### src/core/flash_guard_pkg.sv
// package: constants, types and register map of the flash segment guard
package flash_guard_pkg;

	// geometry
	localparam int PAGE_WORDS = 512;
	localparam int HALF_PAGE_WORDS = 256;
	localparam int PAGE_SHIFT = 9;
	localparam int ALT_MIN_PAGES = 2;
	localparam int BOOT_MIN_PAGES = 1;
	localparam int LIMIT_W = 13;

	// register byte offsets
	localparam logic [7:0] SEC_P1_OFS = 8'h00;
	localparam logic [7:0] LIM_P1_OFS = 8'h04;
	localparam logic [7:0] SEC_P2_OFS = 8'h08;
	localparam logic [7:0] LIM_P2_OFS = 8'h0c;
	localparam logic [7:0] MODE_OFS = 8'h10;
	localparam logic [7:0] STATUS_OFS = 8'h14;
	localparam logic [7:0] GEOM_OFS = 8'h18;

	// security config word fields
	localparam int SEC_BOOT_WP = 0;
	localparam int SEC_BOOT_CP = 1;
	localparam int SEC_GEN_WP = 3;
	localparam int SEC_GEN_CP = 4;
	localparam int SEC_CFG_WP = 6;
	localparam int SEC_CFG_CP = 7;
	localparam int SEC_W = 9;

	// mode register fields
	localparam int MODE_SEL = 0;
	localparam int MODE_ACTIVE = 2;
	localparam int MODE_ALT_EN = 3;
	localparam int MODE_W = 4;

	// reset values
	localparam logic [SEC_W-1:0] SEC_RESET = 9'h000;
	localparam logic [LIMIT_W-1:0] LIM_RESET = 13'h0000;
	localparam logic [MODE_W-1:0] MODE_RESET = 4'h0;

	localparam logic [1:0] RESP_OKAY = 2'b00;
	localparam logic [1:0] RESP_SLVERR = 2'b10;

	typedef enum logic [1:0] {
		PART_SINGLE = 2'b00,
		PART_DUAL = 2'b01,
		PART_PROTECTED = 2'b10,
		PART_PRIVILEGED = 2'b11
	} part_mode_type;

	typedef enum logic [1:0] {
		OP_FETCH = 2'b00,
		OP_READ = 2'b01,
		OP_PROGRAM = 2'b10,
		OP_ERASE = 2'b11
	} op_type;

	typedef enum logic [2:0] {
		SEG_VECTOR = 3'd0,
		SEG_BOOT = 3'd1,
		SEG_ALT = 3'd2,
		SEG_GENERAL = 3'd3,
		SEG_CONFIG = 3'd4,
		SEG_VOID = 3'd5
	} seg_type;

	typedef enum logic [2:0] {
		CAUSE_NONE = 3'd0,
		CAUSE_UNUSABLE = 3'd1,
		CAUSE_PARTITION = 3'd2,
		CAUSE_WRITE_PROT = 3'd3,
		CAUSE_CODE_PROT = 3'd4,
		CAUSE_PRIVILEGE = 3'd5
	} cause_type;

	typedef struct packed {
		op_type op;
		logic part;
		logic [15:0] addr;
		logic [15:0] src_addr;
	} req_type;

	typedef struct packed {
		logic grant;
		cause_type cause;
		seg_type seg;
	} resp_type;

endpackage

### src/core/flash_guard.sv
// flash segment code protection guard with an axi4-lite register slave
//
// Added by the designer: the address map and the AXI4-Lite slave port.
`timescale 1ns/100ps
`default_nettype none

module flash_guard
	import flash_guard_pkg::*;
#(
	parameter int ADDR_W = 16,
	parameter int CFG_PAGES = 1
) (
	// clock and reset
	input wire logic aclk,
	input wire logic aresetn,
	// axi4-lite write address
	input wire logic [7:0] s_axi_awaddr,
	input wire logic s_axi_awvalid,
	output logic s_axi_awready,
	// axi4-lite write data
	input wire logic [31:0] s_axi_wdata,
	input wire logic [3:0] s_axi_wstrb,
	input wire logic s_axi_wvalid,
	output logic s_axi_wready,
	// axi4-lite write response
	output logic [1:0] s_axi_bresp,
	output logic s_axi_bvalid,
	input wire logic s_axi_bready,
	// axi4-lite read address
	input wire logic [7:0] s_axi_araddr,
	input wire logic s_axi_arvalid,
	output logic s_axi_arready,
	// axi4-lite read data
	output logic [31:0] s_axi_rdata,
	output logic [1:0] s_axi_rresp,
	output logic s_axi_rvalid,
	input wire logic s_axi_rready,
	// request from the core
	input wire logic req_valid,
	input wire req_type req,
	output logic req_ready,
	// verdict to the core
	output logic resp_valid,
	output resp_type resp,
	// granted command to the flash
	output logic flash_valid,
	output req_type flash_cmd
);

	localparam int PAGE_W = ADDR_W - PAGE_SHIFT;
	localparam logic [PAGE_W-1:0] CFG_FIRST =
		PAGE_W'((1 << PAGE_W) - CFG_PAGES);

	// register file
	logic [SEC_W-1:0] sec_r [2];
	logic [LIMIT_W-1:0] lim_r [2];
	logic [MODE_W-1:0] mode_r;
	logic deny_seen_r;
	logic [15:0] deny_count_r;
	cause_type last_cause_r;

	// axi state
	logic aw_full_r;
	logic w_full_r;
	logic [7:0] aw_addr_r;
	logic [31:0] w_data_r;
	logic [3:0] w_strb_r;

	// mode decode
	part_mode_type pmode;
	logic dual;
	logic guarded;
	logic active_part;
	logic alt_en;
	assign pmode = part_mode_type'(mode_r[MODE_SEL +: 2]);
	assign dual = (pmode != PART_SINGLE);
	assign guarded = (pmode == PART_PROTECTED) || (pmode == PART_PRIVILEGED);
	assign active_part = dual & mode_r[MODE_ACTIVE];
	assign alt_en = mode_r[MODE_ALT_EN];

	// boot size in pages, zero when no boot segment
	function automatic logic [LIMIT_W-1:0] boot_pages(
		input logic [LIMIT_W-1:0] lim, input logic alt
	);
		logic [LIMIT_W-1:0] n;
		n = lim;
		if (lim != '0 && alt && lim < LIMIT_W'(ALT_MIN_PAGES)) begin
			n = LIMIT_W'(ALT_MIN_PAGES);
		end else if (lim != '0 && lim < LIMIT_W'(BOOT_MIN_PAGES)) begin
			n = LIMIT_W'(BOOT_MIN_PAGES);
		end
		return n;
	endfunction

	// segment that holds a word address under one partition's limit
	function automatic seg_type seg_of(
		input logic [ADDR_W-1:0] a,
		input logic [LIMIT_W-1:0] lim, input logic alt
	);
		logic [LIMIT_W-1:0] n;
		logic [PAGE_W-1:0] pg;
		logic upper;
		seg_type s;
		n = boot_pages(lim, alt);
		pg = a[ADDR_W-1:PAGE_SHIFT];
		upper = a[PAGE_SHIFT-1];
		s = SEG_GENERAL;
		if (pg >= CFG_FIRST) begin
			s = SEG_CONFIG;
		end else if (n != '0 && LIMIT_W'(pg) < n) begin
			// boot pages hold 512 words each
			if (LIMIT_W'(pg) == n - 1'b1 && alt) begin
				s = upper ? SEG_VOID : SEG_ALT;
			end else if (LIMIT_W'(pg) == n - 1'b1 && upper) begin
				s = SEG_VOID;
			end else if (pg == '0 && !upper) begin
				s = SEG_VECTOR;
			end else begin
				s = SEG_BOOT;
			end
		end else if (pg == '0 && !upper) begin
			s = SEG_VECTOR;
		end
		return s;
	endfunction
	// request decode; config of the target partition applies
	logic tgt_part;
	logic [SEC_W-1:0] sec;
	logic [LIMIT_W-1:0] lim;
	logic boot_en;
	seg_type tgt_seg;
	seg_type src_seg;
	logic src_boot;
	logic src_gen;
	logic tgt_boot;
	logic tgt_gen;
	logic last_boot_page;
	logic [1:0] boot_cp;
	logic [1:0] gen_cp;
	logic [1:0] cfg_cp;
	logic [1:0] tgt_cp;
	logic tgt_wp;
	logic is_write;
	logic same_seg;
	assign tgt_part = dual & req.part;
	assign sec = sec_r[tgt_part];
	assign lim = lim_r[tgt_part];
	assign boot_en = (lim != '0);
	assign tgt_seg = seg_of(req.addr[ADDR_W-1:0], lim, alt_en);
	assign src_seg = seg_of(req.src_addr[ADDR_W-1:0], lim_r[active_part],
		alt_en);
	assign src_boot = (src_seg == SEG_BOOT) || (src_seg == SEG_VECTOR && boot_en);
	assign src_gen = (src_seg == SEG_GENERAL) ||
		(src_seg == SEG_VECTOR && !boot_en);
	// vector table joins the boot segment only when one exists
	assign tgt_boot = (tgt_seg == SEG_BOOT) ||
		(tgt_seg == SEG_VECTOR && boot_en);
	assign tgt_gen = (tgt_seg == SEG_GENERAL) ||
		(tgt_seg == SEG_VECTOR && !boot_en);
	assign last_boot_page = (tgt_seg == SEG_ALT) ||
		(boot_en && LIMIT_W'(req.addr[ADDR_W-1:PAGE_SHIFT]) ==
		boot_pages(lim, alt_en) - 1'b1);
	assign boot_cp = sec[SEC_BOOT_CP +: 2];
	assign gen_cp = sec[SEC_GEN_CP +: 2];
	assign cfg_cp = sec[SEC_CFG_CP +: 2];
	assign tgt_cp = tgt_boot ? boot_cp : (tgt_gen ? gen_cp :
		(tgt_seg == SEG_CONFIG ? cfg_cp : 2'b00));
	// alternate page stays outside boot write lock
	assign tgt_wp = (tgt_boot && sec[SEC_BOOT_WP]) ||
		(tgt_gen && sec[SEC_GEN_WP]) ||
		(tgt_seg == SEG_CONFIG && sec[SEC_CFG_WP]);
	assign is_write = (req.op == OP_PROGRAM) || (req.op == OP_ERASE);
	assign same_seg = (src_boot && tgt_boot) || (src_gen && tgt_gen);

	// verdict
	logic deny_void;
	logic deny_part;
	logic deny_wp;
	logic deny_cp;
	logic deny_priv;
	logic boot_override;
	logic grant;
	cause_type cause;
	assign deny_void = (tgt_seg == SEG_VOID);
	assign deny_part = (dual && req.op == OP_FETCH &&
		req.part != active_part) ||
		(guarded && is_write && tgt_part == 1'b0);
	assign boot_override = src_boot && last_boot_page && is_write;
	assign deny_wp = is_write && !boot_override && (tgt_wp ||
		(tgt_seg == SEG_VECTOR &&
		(sec[SEC_BOOT_WP] || sec[SEC_GEN_WP])));
	// general code cannot reach protected boot or config; boot reaches more
	assign deny_cp = !same_seg && req.op != OP_FETCH && tgt_cp != 2'b00 &&
		!(src_boot && !tgt_boot && tgt_cp != 2'b11) &&
		!boot_override;
	assign deny_priv = pmode == PART_PRIVILEGED && req.op != OP_FETCH &&
		((src_boot && tgt_gen) || (src_gen && tgt_boot));
	assign grant = !(deny_void || deny_part || deny_wp || deny_cp ||
		deny_priv);
	assign cause = deny_void ? CAUSE_UNUSABLE :
		deny_part ? CAUSE_PARTITION :
		deny_wp ? CAUSE_WRITE_PROT :
		deny_priv ? CAUSE_PRIVILEGE :
		deny_cp ? CAUSE_CODE_PROT : CAUSE_NONE;

	logic take;
	assign take = req_valid & req_ready;
	// verdict and flash forwarding, one cycle after the request
	always_ff @(posedge aclk) begin
		if (!aresetn) begin
			req_ready <= 1'b0;
			resp_valid <= 1'b0;
			resp <= '0;
			flash_valid <= 1'b0;
			flash_cmd <= '0;
		end else begin
			req_ready <= 1'b1;
			resp_valid <= take;
			resp <= take ? resp_type'{grant, cause, tgt_seg} : resp;
			flash_valid <= take & grant;
			flash_cmd <= (take & grant) ? req : flash_cmd;
		end
	end

	// denial status; new denial wins over a clear in the same cycle
	logic [31:0] wmask;
	logic wr_fire;
	logic status_clear;
	assign wmask = {{8{w_strb_r[3]}}, {8{w_strb_r[2]}},
		{8{w_strb_r[1]}}, {8{w_strb_r[0]}}};
	assign wr_fire = aw_full_r & w_full_r & ~s_axi_bvalid;
	assign status_clear = wr_fire && aw_addr_r == STATUS_OFS &&
		w_strb_r[0] && w_data_r[0];
	logic denied_now;
	assign denied_now = take & ~grant;

	always_ff @(posedge aclk) begin
		if (!aresetn) begin
			deny_seen_r <= 1'b0;
			deny_count_r <= '0;
			last_cause_r <= CAUSE_NONE;
		end else begin
			deny_seen_r <= denied_now | (deny_seen_r & ~status_clear);
			if (denied_now) begin
				last_cause_r <= cause;
			end
			if (denied_now && deny_count_r != '1) begin
				deny_count_r <= deny_count_r + 16'h0001;
			end
		end
	end

	// axi write channels, taken in either order
	logic wr_known;
	assign wr_known = (aw_addr_r == SEC_P1_OFS) || (aw_addr_r == LIM_P1_OFS) ||
		(aw_addr_r == SEC_P2_OFS) || (aw_addr_r == LIM_P2_OFS) ||
		(aw_addr_r == MODE_OFS) || (aw_addr_r == STATUS_OFS) ||
		(aw_addr_r == GEOM_OFS);
	always_ff @(posedge aclk) begin
		if (!aresetn) begin
			aw_full_r <= 1'b0;
			w_full_r <= 1'b0;
			aw_addr_r <= '0;
			w_data_r <= '0;
			w_strb_r <= '0;
			s_axi_awready <= 1'b0;
			s_axi_wready <= 1'b0;
			s_axi_bvalid <= 1'b0;
			s_axi_bresp <= RESP_OKAY;
		end else begin
			s_axi_awready <= ~aw_full_r & ~(s_axi_awvalid & s_axi_awready);
			s_axi_wready <= ~w_full_r & ~(s_axi_wvalid & s_axi_wready);
			if (s_axi_awvalid && s_axi_awready) begin
				aw_full_r <= 1'b1;
				aw_addr_r <= {s_axi_awaddr[7:2], 2'b00};
			end
			if (s_axi_wvalid && s_axi_wready) begin
				w_full_r <= 1'b1;
				w_data_r <= s_axi_wdata;
				w_strb_r <= s_axi_wstrb;
			end
			if (wr_fire) begin
				s_axi_bvalid <= 1'b1;
				s_axi_bresp <= wr_known ? RESP_OKAY : RESP_SLVERR;
			end
			if (s_axi_bvalid && s_axi_bready) begin
				s_axi_bvalid <= 1'b0;
				aw_full_r <= 1'b0;
				w_full_r <= 1'b0;
			end
		end
	end

	// writable registers with byte lanes
	function automatic logic [31:0] merge(
		input logic [31:0] old,
		input logic [31:0] nw,
		input logic [31:0] m
	);
		return (old & ~m) | (nw & m);
	endfunction

	logic [31:0] sec1_nxt;
	logic [31:0] sec2_nxt;
	logic [31:0] lim1_nxt;
	logic [31:0] lim2_nxt;
	logic [31:0] mode_nxt;
	assign sec1_nxt = merge(32'(sec_r[0]), w_data_r, wmask);
	assign sec2_nxt = merge(32'(sec_r[1]), w_data_r, wmask);
	assign lim1_nxt = merge(32'(lim_r[0]), w_data_r, wmask);
	assign lim2_nxt = merge(32'(lim_r[1]), w_data_r, wmask);
	assign mode_nxt = merge(32'(mode_r), w_data_r, wmask);
	always_ff @(posedge aclk) begin
		if (!aresetn) begin
			sec_r[0] <= SEC_RESET;
			sec_r[1] <= SEC_RESET;
			lim_r[0] <= LIM_RESET;
			lim_r[1] <= LIM_RESET;
			mode_r <= MODE_RESET;
		end else if (wr_fire) begin
			if (aw_addr_r == SEC_P1_OFS) begin
				sec_r[0] <= sec1_nxt[SEC_W-1:0];
			end
			if (aw_addr_r == SEC_P2_OFS) begin
				sec_r[1] <= sec2_nxt[SEC_W-1:0];
			end
			if (aw_addr_r == LIM_P1_OFS) begin
				lim_r[0] <= lim1_nxt[LIMIT_W-1:0];
			end
			if (aw_addr_r == LIM_P2_OFS) begin
				lim_r[1] <= lim2_nxt[LIMIT_W-1:0];
			end
			if (aw_addr_r == MODE_OFS) begin
				mode_r <= mode_nxt[MODE_W-1:0];
			end
		end
	end

	// read path
	logic [LIMIT_W-1:0] act_boot;
	logic [31:0] rd_word;
	logic rd_known;
	assign act_boot = boot_pages(lim_r[active_part], alt_en);
	assign rd_known = (s_axi_araddr[7:2] <= GEOM_OFS[7:2]);
	always_comb begin
		unique case ({s_axi_araddr[7:2], 2'b00})
			SEC_P1_OFS: rd_word = 32'(sec_r[0]);
			LIM_P1_OFS: rd_word = 32'(lim_r[0]);
			SEC_P2_OFS: rd_word = 32'(sec_r[1]);
			LIM_P2_OFS: rd_word = 32'(lim_r[1]);
			MODE_OFS: rd_word = 32'(mode_r);
			STATUS_OFS: rd_word = {deny_count_r, 12'h000,
				last_cause_r, deny_seen_r};
			GEOM_OFS: rd_word = {3'h0, act_boot, 16'(CFG_FIRST)};
			default: rd_word = 32'h0000_0000;
		endcase
	end

	always_ff @(posedge aclk) begin
		if (!aresetn) begin
			s_axi_arready <= 1'b0;
			s_axi_rvalid <= 1'b0;
			s_axi_rdata <= '0;
			s_axi_rresp <= RESP_OKAY;
		end else begin
			s_axi_arready <= ~s_axi_rvalid & ~(s_axi_arvalid & s_axi_arready);
			if (s_axi_arvalid && s_axi_arready) begin
				s_axi_rvalid <= 1'b1;
				s_axi_rdata <= rd_word;
				s_axi_rresp <= rd_known ? RESP_OKAY : RESP_SLVERR;
			end else if (s_axi_rvalid && s_axi_rready) begin
				s_axi_rvalid <= 1'b0;
			end
		end
	end

endmodule

`default_nettype wire

### config.mk
export PLATFORM = sky130hd
export DESIGN_NAME = flash_guard
export DESIGN_NICKNAME = d
export VERILOG_FILES = /design/src/core/flash_guard_pkg.sv /design/src/core/flash_guard.sv
export SDC_FILE = /design/constraint.sdc
export NUM_CORES = 1
export LEC_CHECK = 0
export BUFFER_PORTS_ARGS = -buffer_cell sky130_fd_sc_hd__buf_2
export CORE_ASPECT_RATIO = 2
export CORE_MARGIN = 2
export CORE_UTILIZATION = 45
export CTS_CLUSTER_DIAMETER = 200
export DETAILED_ROUTE_END_ITERATION = 8
export PLACE_DENSITY = 0.63
export SYNTH_ARGS = -nofsm -noshare
export SYNTH_HDL_FRONTEND = slang
export SYNTH_SLANG_ARGS = --single-unit
### constraint.sdc
create_clock -name aclk -period 9.1 [get_ports aclk]
set_input_delay 0.455 -clock aclk [delete_from_list [all_inputs] [get_ports aclk]]
set_output_delay 0.455 -clock aclk [all_outputs]
set_load 0.02 [all_outputs]
== Word-level counts from Yosys, hierarchy flattened ==
Memories as Yosys holds them, arrays and structs flattened.
Cells that the tools add are included.
Word-level totals
  input bits: 95
  word-level logic and storage cells: 264
  memories kept: 2
  output and inout bits: 86
  bits in registers: 133
  RAM bits: 44
Cells by class
  multiplexer cells: 53
  bitwise logic cells: 41
  $lt $le $gt $ge: 9
  add/subtract/negate cells: 3
  reductions and logical operators: 101
  equal/unequal tests: 28
Memories
  lim_r: words 2, bits a word 13, read ports 4, clocked after Yosys merged registers in 0, wr ports 2, line flash_guard.sv:56  | logic [LIMIT_W-1:0] lim_r [2];
  sec_r: words 2, bits a word 9, read ports 3, clocked after Yosys merged registers in 0, wr ports 2, line flash_guard.sv:55  | logic [SEC_W-1:0] sec_r [2];
Operators by type and width (count)
  $pmux W32 S7: 1
  $mux W13: 6
  $logic_and A1 B1 Y1: 52
  $reduce_bool A13 Y1: 4
  $mux W3: 15
  $and A13 B13 Y13: 3
  $eq A6 B3 Y1 const B: 6
  $eq A7 B13 Y1: 2
  $lt A13 B1 Y1 const B: 2
  $lt A13 B2 Y1 const B: 2
  $lt A7 B13 Y1: 2
  $or A13 B13 Y13: 2
  $sub A13 B1 Y13 const B: 2
  $eq A6 B2 Y1 const B: 4
  $logic_or A1 B1 Y1: 24
  $mux W1: 22
  $and A9 B9 Y9: 2
  $mux W9: 2
  $or A9 B9 Y9: 2
  $add A16 B1 Y16 const B: 1
  $ne A16 B16 Y1 const B: 1
  $and A1 B1 Y1: 14
  $ge A7 B7 Y1 const B: 2
  $logic_not A7 Y1: 2
  other kinds (22): 60

== Logic depth before layout (Yosys ltp) ==
Gate-level depths: netlist of the first run.
An unclocked memory read counts as a cell.
  word-level depth: 29
  depth in mapped cells: 25
  gate-level depth less buffers: 19

== Least setup slack after synthesis of the first run ==
No wires, ideal clock.
  path type: reg-to-reg
  from: reg with a tool-made name
  to: reg flash_cmd[10] in the netlist's numbering
  path slack: 4.008 ns
  cell stages (with the launch flop): 24
  setup time: 0.128 ns
  arrival: 4.964 ns
  path buffers: 7
  required time: 8.972 ns
  path through: dfxtp_1 buf_6 o21ai_2 buf_4 buf_2 buf_1 nor3_1 o211a_1 a211oi_1 ha_1 clkbuf_1 nor3b_1 xor2_1 o22ai_1 o21bai_1 nor4b_2 nand4bb_1 a21boi_1 a21boi_1 o32ai_4 and3_1 buf_2 clkbuf_1 o21ai_0
RTL lines
  to (signal assigned): line flash_guard.sv:221  | flash_cmd <= (take & grant) ? req : flash_cmd;
  to (decl): line flash_guard.sv:47  | output req_type flash_cmd

==> results.py, run 1 <==
metrics = {
    "outcome": {
        "outcome": "finished, final reports clean",
    },
    "synth": {
        "seq_area_frac_synth": 0.405,
        "synth-edff-count": 44,
        "postSynth.asyncResetShare": 0,
        "synth_cell_types": 90,
        "yosys.cell_count.top_type": "nand2_1",
        "synthFlopType": "dfxtp_1",
        "synth_commonest_cells": "nand2_1, dfxtp_1, a21oi_1, nor2_1, nand3_1",
        "avgSynthCellArea_um2": 8.43,
        "synth_area_leaders": "dfxtp_1, edfxtp_1, nand2_1",
        "synth_cells": 1138,
        "synth_seq_cells": 172,
        "synth_warnings": 0,
        "syn_area_mm2": 0.00959,
        "synth_top_cell_area_share": 0.267,
        "yosys.area.top_type": "dfxtp_1",
    },
    "die": {
        "rows": 75,
        "core_mm2": 0.0209,
        "die_h_um": 210,
        "initial_core_util": 0.458,
        "die_x_um": 107,
        "dieArea_mm2": 0.0226,
        "ios": 181,
    },
    "timing": {
        "rsz0062_at_grt": "no",
        "fmax_mhz": 157,
        "slew_headroom": 0.257,
        "fin_crit_ps": 6350,
        "setup_viol": 0,
        "finClkSkew_ps": 11.5,
        "slew_violations": 0,
        "finalWorstSetupSlack_ps": 2750,
        "whs_ps": 210,
        "min_period_over_period": 0.698,
        "worst_slew_pin_slew_ps": 1110,
        "hold_viol": 0,
        "setup-tns-final_ps": 0,
    },
    "setup_path": {
        "critical_path.endpoint_type": "flop",
        "crit_buf_inv": 1,
        "cpPeakStageDelay_ps": 1000,
        "cp_max_fo": 71,
        "path_delay_family": "compound AO/OA/AOI/OAI gates",
        "crit_path_cell_trace": "o21ai_2 -> buf_4 -> nor3_1 -> o211a_1 -> a211oi_1 -> ha_1 -> nor3b_2 -> nor3b_1 -> o31ai_1 -> nand3_1 -> nor4b_2 -> nand4bb_1 -> a21boi_1 -> a21boi_1 -> o32ai_4 -> and3_2 -> o21ai_0",
        "critPathArrivalTime_ps": 6640,
        "worst_ep_required_time_ps": 9390,
        "path_class": "reg -> reg",
        "crit_top_cell": "a21boi_1",
        "worst_setup_path_start_kind": "flop",
        "cp_slowest_cell": "and3_2",
    },
    "global_route": {
        "grt-ovfl-total": 0,
        "antenna_found_initial": 0,
        "grt_pass1_wl_um": 46500,
        "grt_pass1_vias": 8607,
        "grt_max_degree": 95,
        "grt_util_all_layers": 0.273,
    },
    "place": {
        "io_buffers": 150,
        "dp_cells": 1484,
        "dpl.hpwl_um": 22300,
        "post-place-ws_ps": 2800,
        "gp_congestion": 0.921,
        "dpl_cell_area_mm2": 0.0104,
    },
    "routing": {
        "route.final.wire_length_um": 30500,
        "dr.pass1.iters": 5,
        "initialDrtViolationCount": 641,
        "ant_nets": 0,
        "num_vias": 8902,
        "route.detailed.drc": 0,
        "vias_per_cell": 5.88,
        "avgRoutedWirePerCell_um": 20.1,
    },
    "clock_network": {
        "htree_levels": 4,
        "clock_latency_ps": 460,
        "cts_setup_buffers": 0,
        "ctsResizeCount": 0,
        "cts_tree": "yes",
        "clockBufferDepth": 2,
        "clkSlewWorstSetupHoldPaths_ps": 70,
        "postCtsHoldBufs": 0,
        "cts_made_buffers": 17,
        "cts.sinks": 172,
        "root_buffer": "clkbuf_16",
    },
    "power_and_ir_drop": {
        "cellPowerDensity_mw_per_mm2": 167,
        "p_leak_nw": 4.40,
        "power.total_mw": 1.84,
        "ir_drop_uv": 155,
    },
    "worst_hold_path": {
        "min_path_type": "in -> reg",
    },
    "layout": {
        "regArea_mm2": 0.00388,
        "num_antenna_cells": 0,
        "utilization": 0.527,
        "fin_area_mm2": 0.0110,
        "fin_nets": 1346,
        "area_delta_synth_final_pct": 15.0,
        "multi_input_area_mm2": 0.00528,
        "final_cells": 1515,
        "fillCellCount": 2068,
        "drive_above_1_share": 0.183,
    },
    "job": {
        "cap_violations": 0,
    },
}
-- tightest hold or removal path, cell delays in order --
cell and delay, ps:
buf_2 70, nand3_1 50, o21ai_0 60
-- cell families after synthesis --
| group | synth area share |
|---|---|
| buf+inv | 0.0474 |
| xor+xnor | 0.0228 |
| fa+ha+maj | 0.0222 |
| other cells | 0.000391 |
| compound gates | 0.189 |
| flops | 0.405 |
| mux | 0.0521 |
| simple gates | 0.261 |
-- registers in the layout, summed over array words and instances, names as in the netlist, named ones only --
signal	flops
lim_r	26
w_full_r	1
aw_addr_r	6
w_data_r	13
req_ready	1
s_axi_arready	1
deny_seen_r	1
w_strb_r	2
deny_count_r	16
s_axi_bvalid	1
s_axi_awready	1
flash_valid	1
resp	7
s_axi_bresp	1
s_axi_rdata	29
s_axi_wready	1
aw_full_r	1
s_axi_rvalid	1
sec_r	18
resp_valid	1
last_cause_r	3
s_axi_rresp	1
flash_cmd	35
-- routing by layer --
metal	vias to the layer above	global-route usage	wire length [um]	part of all wire
met1	4176	0.282	11000	0.36
met4	0	0.228	2440	0.080
li1	4262	-	-	-
met2	335	0.470	15500	0.51
met5	-	0	0	0
met3	129	0.0439	1560	0.051
-- where the power goes --
group / total, mW / switching, mW / internal [mW]
clock network: 0.807 / 0.324 / 0.483
registers: 0.836 / 0.0290 / 0.807
logic: 0.195 / 0.126 / 0.0693
total: 1.84 / 0.479 / 1.36
-- path summary, 6_finish.rpt --
path / from / to / slack [ps] / cells past startpoint
worst max-delay path: flop / flash_cmd[30] / 2750 / 17
worst min-delay path: req[1] / flash_cmd[1] / 210 / 3
worst max register to register: flop / flash_cmd[30] / 2750 / 17
worst min register to register: s_axi_rvalid / s_axi_arready / 440 / 1
-- layout by cell type (no fill, tap or decap), drive strengths merged, types with 7 or more instances in the layout --
cell type and count:
a211oi 9, a21oi 105, a221oi 16, and2 11
and3 12, buf 160, clkbuf 22, dfxtp 128
edfxtp 44, ha 17, inv 18, mux2i 43
nand2 167, nand2b 61, nand3 68, nand3b 8
nand4 8, nor2 81, nor3 32, nor3b 8
nor4 10, o21a 8, o21ai 73, o22ai 7
xnor2 16, xor2 9
-- area by class of cell --
cell class | instances | share of cell area
repair buffers | 160 | 0.0751
inverters | 14 | 0.00476
multi-input cells | 869 | 0.479
well taps | 269 | 0.0305
clock inverters | 9 | 0.0130
flip-flops and latches | 172 | 0.352
clock buffers | 22 | 0.0459
Power figures use the tool's default switching activity.
==> run 2, diff against run 1 <==
==> constraint.sdc (replaced) <==
create_clock -name aclk -period 6.55 [get_ports aclk]
set_input_delay 0.3275 -clock aclk [delete_from_list [all_inputs] [get_ports aclk]]
set_output_delay 0.3275 -clock aclk [all_outputs]
set_load 0.02 [all_outputs]
==> results.py, run 2 (synthesis gave the netlist of run 1 again) <==
metrics = {
    "setup_path": {
        "critPathArrivalTime_ps": 6140,
        "critical_path.endpoint_type": "flop",
        "r2r_slack_ps": 780,
        "worst_ep_required_time_ps": 6930,
        "cp_max_fo": 71,
        "path_class": "reg -> reg",
        "worst_setup_path_start_kind": "flop",
        "reg2reg_to": "flash_cmd[25]",
        "reg2reg_depth": 18,
    },
    "timing": {
        "fmax_mhz": 173,
        "worst_slew_pin_slew_ps": 1160,
        "finClkSkew_ps": 11.5,
        "fin_crit_ps": 5770,
        "slew_violations": 0,
        "slew_headroom": 0.226,
        "rsz0062_at_grt": "no",
        "hold_viol": 0,
        "min_period_over_period": 0.880,
        "setup_viol": 0,
        "whs_ps": 88.9,
        "finalWorstSetupSlack_ps": 783,
        "setup-tns-final_ps": 0,
    },
    "worst_hold_path": {
        "worstHoldStart": "req[3]",
        "whs_endpoint": "flash_cmd[3]",
        "min_path_type": "in -> reg",
        "worstHoldPathCells": 3,
    },
    "global_route": {
        "antenna_found_initial": 0,
        "grt_pass1_wl_um": 46700,
        "grt_pass1_vias": 8618,
        "grt_max_degree": 97,
        "grt-ovfl-total": 0,
        "grt_util_all_layers": 0.274,
    },
    "layout": {
        "reg_top3": "flash_cmd x35, s_axi_rdata x29, lim_r x26",
        "fin_nets": 1354,
        "largest_register": "flash_cmd",
        "drive_above_1_share": 0.187,
        "regArea_mm2": 0.00388,
        "num_antenna_cells": 0,
        "mostFrequentLayoutCells": "nand2_1, buf_2, dfxtp_1",
        "fin_area_mm2": 0.0110,
        "layout_commonest_cell": "nand2_1",
        "multi_input_area_mm2": 0.00528,
        "area_delta_synth_final_pct": 14.9,
        "fillCellCount": 2054,
        "largest_reg_flops": 35,
    },
    "routing": {
        "route.detailed.drc": 0,
        "vias_per_cell": 5.90,
        "num_vias": 8986,
        "route.final.wire_length_um": 30500,
        "avgRoutedWirePerCell_um": 20.0,
        "ant_nets": 0,
        "dr.pass1.iters": 8,
        "initialDrtViolationCount": 659,
    },
    "die": {
        "initial_core_util": 0.458,
        "ios": 181,
        "rows": 75,
        "die_h_um": 210,
        "dieArea_mm2": 0.0226,
        "die_x_um": 107,
        "core_mm2": 0.0209,
    },
    "place": {
        "post-place-ws_ps": 876,
        "dpl_cell_area_mm2": 0.0105,
        "gp_congestion": 0.931,
        "io_buffers": 150,
        "dpl.hpwl_um": 22500,
    },
    "clock_network": {
        "htree_levels": 4,
        "cts_tree": "yes",
        "cts_made_buffers": 17,
        "clockBufferDepth": 2,
        "clock_latency_ps": 460,
        "clkSlewWorstSetupHoldPaths_ps": 70,
        "cts.sinks": 172,
        "postCtsHoldBufs": 0,
        "cts_setup_buffers": 0,
        "root_buffer": "clkbuf_16",
        "ctsResizeCount": 0,
    },
    "power_and_ir_drop": {
        "power.total_mw": 2.41,
        "cellPowerDensity_mw_per_mm2": 219,
        "p_leak_nw": 4.40,
        "ir_drop_uv": 197,
    },
    "job": {
        "cap_violations": 0,
    },
    "outcome": {
        "outcome": "finished, final reports clean",
    },
}
## run 2: cell count changes in the layout (fill, tap and decap cells not counted), sizes merged
cell,delta
buf,+8
bufinv,-2
clkbuf,-2
clkinv,+7
clkinvlp,-1
inv,-1
## run 2: per-stage QoR
stage,utilization,std cells
CTS,0.526,1524
global route,0.526,1524
floorplan,-,1142
global placement,0.500,1492
detailed placement,0.500,1492
finish,0.526,1524
## run 2: where the power goes
part,total (mW),internal [mW],switching [mW]
sequential,1.16,1.12,0.0380
combinational,0.277,0.0993,0.177
clock,0.976,0.536,0.440
total,2.41,1.76,0.656
## run 2: worst max-delay path, cell delays in order (launching register included)
cell and delay [ps]:
dfxtp_1 590, o21a_1 570, nor3_1 110, o211a_1 270, a211oi_1 490, ha_1 480, nor3b_1 340, o2111ai_1 180
o31ai_1 120, nand3_1 180, nor4b_2 570, nand4bb_1 160, a21boi_1 150, a21boi_1 150, o32ai_4 500, and3_2 300
buf_12 240, nand3_1 120, o21ai_0 120
## run 2: worst max-delay path by stage
stage,endpoint,slack (ps),depth (start not counted)
2_1_floorplan,flash_cmd[10],1460,23
3_3_place_gp,flash_cmd[14],850,18
3_5_place_dp,flash_cmd[25],880,18
4_1_cts,flash_cmd[25],830,18
5_1_grt,flash_cmd[11],420,18
6_report,flash_cmd[25],780,18
## run 2: cell type report
class / count / share of cell area
clock buffers: 20 / 0.0406
clock inverters: 12 / 0.0103
inverters: 14 / 0.00477
multi-input cells: 869 / 0.479
flip-flops and latches: 172 / 0.353
well taps: 269 / 0.0306
repair buffers: 168 / 0.0818
## run 2: routing by layer
layer / wire length [um] / track usage
met3: 1470 / 0.0501
met1: 10800 / 0.282
met5: 0 / 0
met2: 15800 / 0.478
met4: 2390 / 0.212
==> run 3, diff against run 2 <==
--- a/config.mk
+++ b/config.mk
@@ -12,6 +12,7 @@
 export CTS_CLUSTER_DIAMETER = 200
 export DETAILED_ROUTE_END_ITERATION = 8
 export PLACE_DENSITY = 0.63
+export REMOVE_ABC_BUFFERS = 1
 export SYNTH_ARGS = -nofsm -noshare
 export SYNTH_HDL_FRONTEND = slang
 export SYNTH_SLANG_ARGS = --single-unit
==> results.py, run 3 (synthesis gave the netlist of run 1 again) <==
metrics = {
    "outcome": {
        "outcome": "finished, final reports clean",
    },
    "timing": {
        "fmax_mhz": 176,
        "setup_viol": 0,
        "hold_viol": 0,
        "fin_crit_ps": 5670,
        "rsz0062_at_grt": "no",
        "slew_violations": 0,
        "finClkSkew_ps": 8.84,
        "worst_slew_pin_slew_ps": 1250,
        "finalWorstSetupSlack_ps": 881,
        "min_period_over_period": 0.865,
        "setup-tns-final_ps": 0,
        "slew_headroom": 0.155,
    },
    "die": {
        "initial_core_util": 0.458,
        "dieArea_mm2": 0.0226,
        "core_mm2": 0.0209,
        "rows": 75,
        "die_x_um": 107,
        "die_h_um": 210,
        "ios": 181,
    },
    "clock_network": {
        "root_buffer": "clkbuf_16",
        "ctsResizeCount": 0,
        "postCtsHoldBufs": 0,
        "clockBufferDepth": 2,
        "cts_tree": "yes",
        "clkSlewWorstSetupHoldPaths_ps": 70,
        "htree_levels": 4,
        "cts.sinks": 172,
        "cts_setup_buffers": 0,
        "clock_latency_ps": 460,
        "cts_made_buffers": 17,
    },
    "layout": {
        "fin_nets": 1360,
        "largest_reg_flops": 35,
        "mostFrequentLayoutCells": "nand2_1, buf_2, dfxtp_1",
        "num_antenna_cells": 0,
        "fillCellCount": 2050,
        "reg_top3": "flash_cmd x35, s_axi_rdata x29, lim_r x26",
        "largest_register": "flash_cmd",
        "regArea_mm2": 0.00388,
        "area_delta_synth_final_pct": 15.7,
        "drive_above_1_share": 0.193,
        "layout_commonest_cell": "nand2_1",
        "multi_input_area_mm2": 0.00528,
    },
    "setup_path": {
        "critical_path.endpoint_type": "flop",
        "cp-endpoint": "deny_count_r[4]",
        "cp_max_fo": 18,
        "worst_ep_required_time_ps": 6940,
        "critPathArrivalTime_ps": 6060,
        "path_class": "reg -> reg",
        "r2r_slack_ps": 880,
        "worst_setup_path_start_kind": "flop",
        "reg2reg_depth": 19,
        "reg2reg_to": "deny_count_r[4]",
    },
    "power_and_ir_drop": {
        "seqPwrFrac": 0.471,
        "cellPowerDensity_mw_per_mm2": 221,
        "p_clk_frac": 0.417,
        "p_leak_nw": 4.45,
        "p_int_mw": 1.77,
        "p_comb_frac": 0.113,
        "ir_drop_uv": 183,
        "swShare": 0.281,
        "p_sw_mw": 0.691,
    },
    "global_route": {
        "grtUsageMet1": 0.276,
        "grt_pass1_wl_um": 46900,
        "grt-ovfl-total": 0,
        "antenna_found_initial": 0,
        "use_met2": 0.481,
        "grt_max_degree": 68,
        "grt_pass1_vias": 8706,
        "met3_usage": 0.0473,
        "grt_util_all_layers": 0.273,
        "busiest_layer": "met2",
    },
    "place": {
        "post-place-ws_ps": 917,
        "io_buffers": 150,
        "dpl.hpwl_um": 22300,
        "gp_congestion": 0.987,
    },
    "routing": {
        "dr.pass1.iters": 5,
        "ant_nets": 0,
        "avgRoutedWirePerCell_um": 19.6,
        "route.final.wire_length_um": 29900,
        "num_vias": 8834,
        "vias_per_cell": 5.77,
        "initialDrtViolationCount": 606,
        "route.detailed.drc": 0,
    },
    "worst_hold_path": {
        "min_path_type": "in -> reg",
    },
    "job": {
        "cap_violations": 0,
    },
}
-- run 3: cell types whose count changed in the layout (fill, tap and decap cells not counted), sizes merged --
cell / change
buf: +6
clkinvlp: +1
clkinv: -4
inv: +6
clkbuf: -3
-- run 3: area by class of cell --
class / instances / area share
Multi-Input combinational cell: 869 / 0.476
Sequential cell: 172 / 0.350
Timing Repair Buffer: 174 / 0.0853
Clock buffer: 17 / 0.0383
Tap cell: 269 / 0.0303
Clock inverter: 15 / 0.0154
Inverter: 14 / 0.00474
-- run 3: power groups by stage --
stage	combinational, mW	clock, mW	sequential (mW)
2_1_floorplan	0.136	0	1.19
3_3_place_gp	0.271	0	1.18
3_5_place_dp	0.276	0	1.18
4_1_cts	0.277	1.05	1.16
5_1_grt	0.303	1.09	1.16
6_report	0.277	1.02	1.16
-- run 3: worst max-delay path: stages (launching register included) --
cell and delay (ps):
dfxtp_1 580, o21a_1 490, o21ai_1 290, o2111ai_1 190, a21boi_0 480, inv_1 90
ha_1 300, xor2_1 130, o21ai_0 110, a311o_1 390, a2111oi_2 220, o2111ai_1 240
a2111oi_4 510, or3b_2 260, o21bai_2 100, and3_1 250, a211oi_4 250, buf_4 280
and3_1 210, mux2i_1 170
-- run 3: how the worst min path moves through the flow --
stage	startpoint	endpoint	slack, ps	depth (start not counted)
after floorplan	aresetn	req_ready	360	0
final	req[20]	flash_cmd[20]	80	3
after detailed placement	s_axi_rdata[2]	s_axi_rdata[2]	440	2
after global routing	req[21]	flash_cmd[21]	80	3
after global placement	flash_cmd[23]	flash_cmd[23]	440	2
after CTS	req[21]	flash_cmd[21]	60	3
-- run 3: per-layer routing --
layer	wire [um]	vias up
met5	0	-
met1	10800	4134
met2	15400	309
met3	1350	108
met4	2360	0
li1	-	4283
-- run 3: through the flow --
stage	power (mW)	utilization	instances	hold WS, ps	area, um2
floorplan	1.33	-	1055	355	9200
global placement	1.45	0.502	1498	435	10500
detailed placement	1.46	0.502	1498	442	10500
CTS	2.48	0.530	1530	60.4	11100
global route	2.56	0.530	1530	77.9	11100
finish	2.46	0.530	1530	84.5	11100
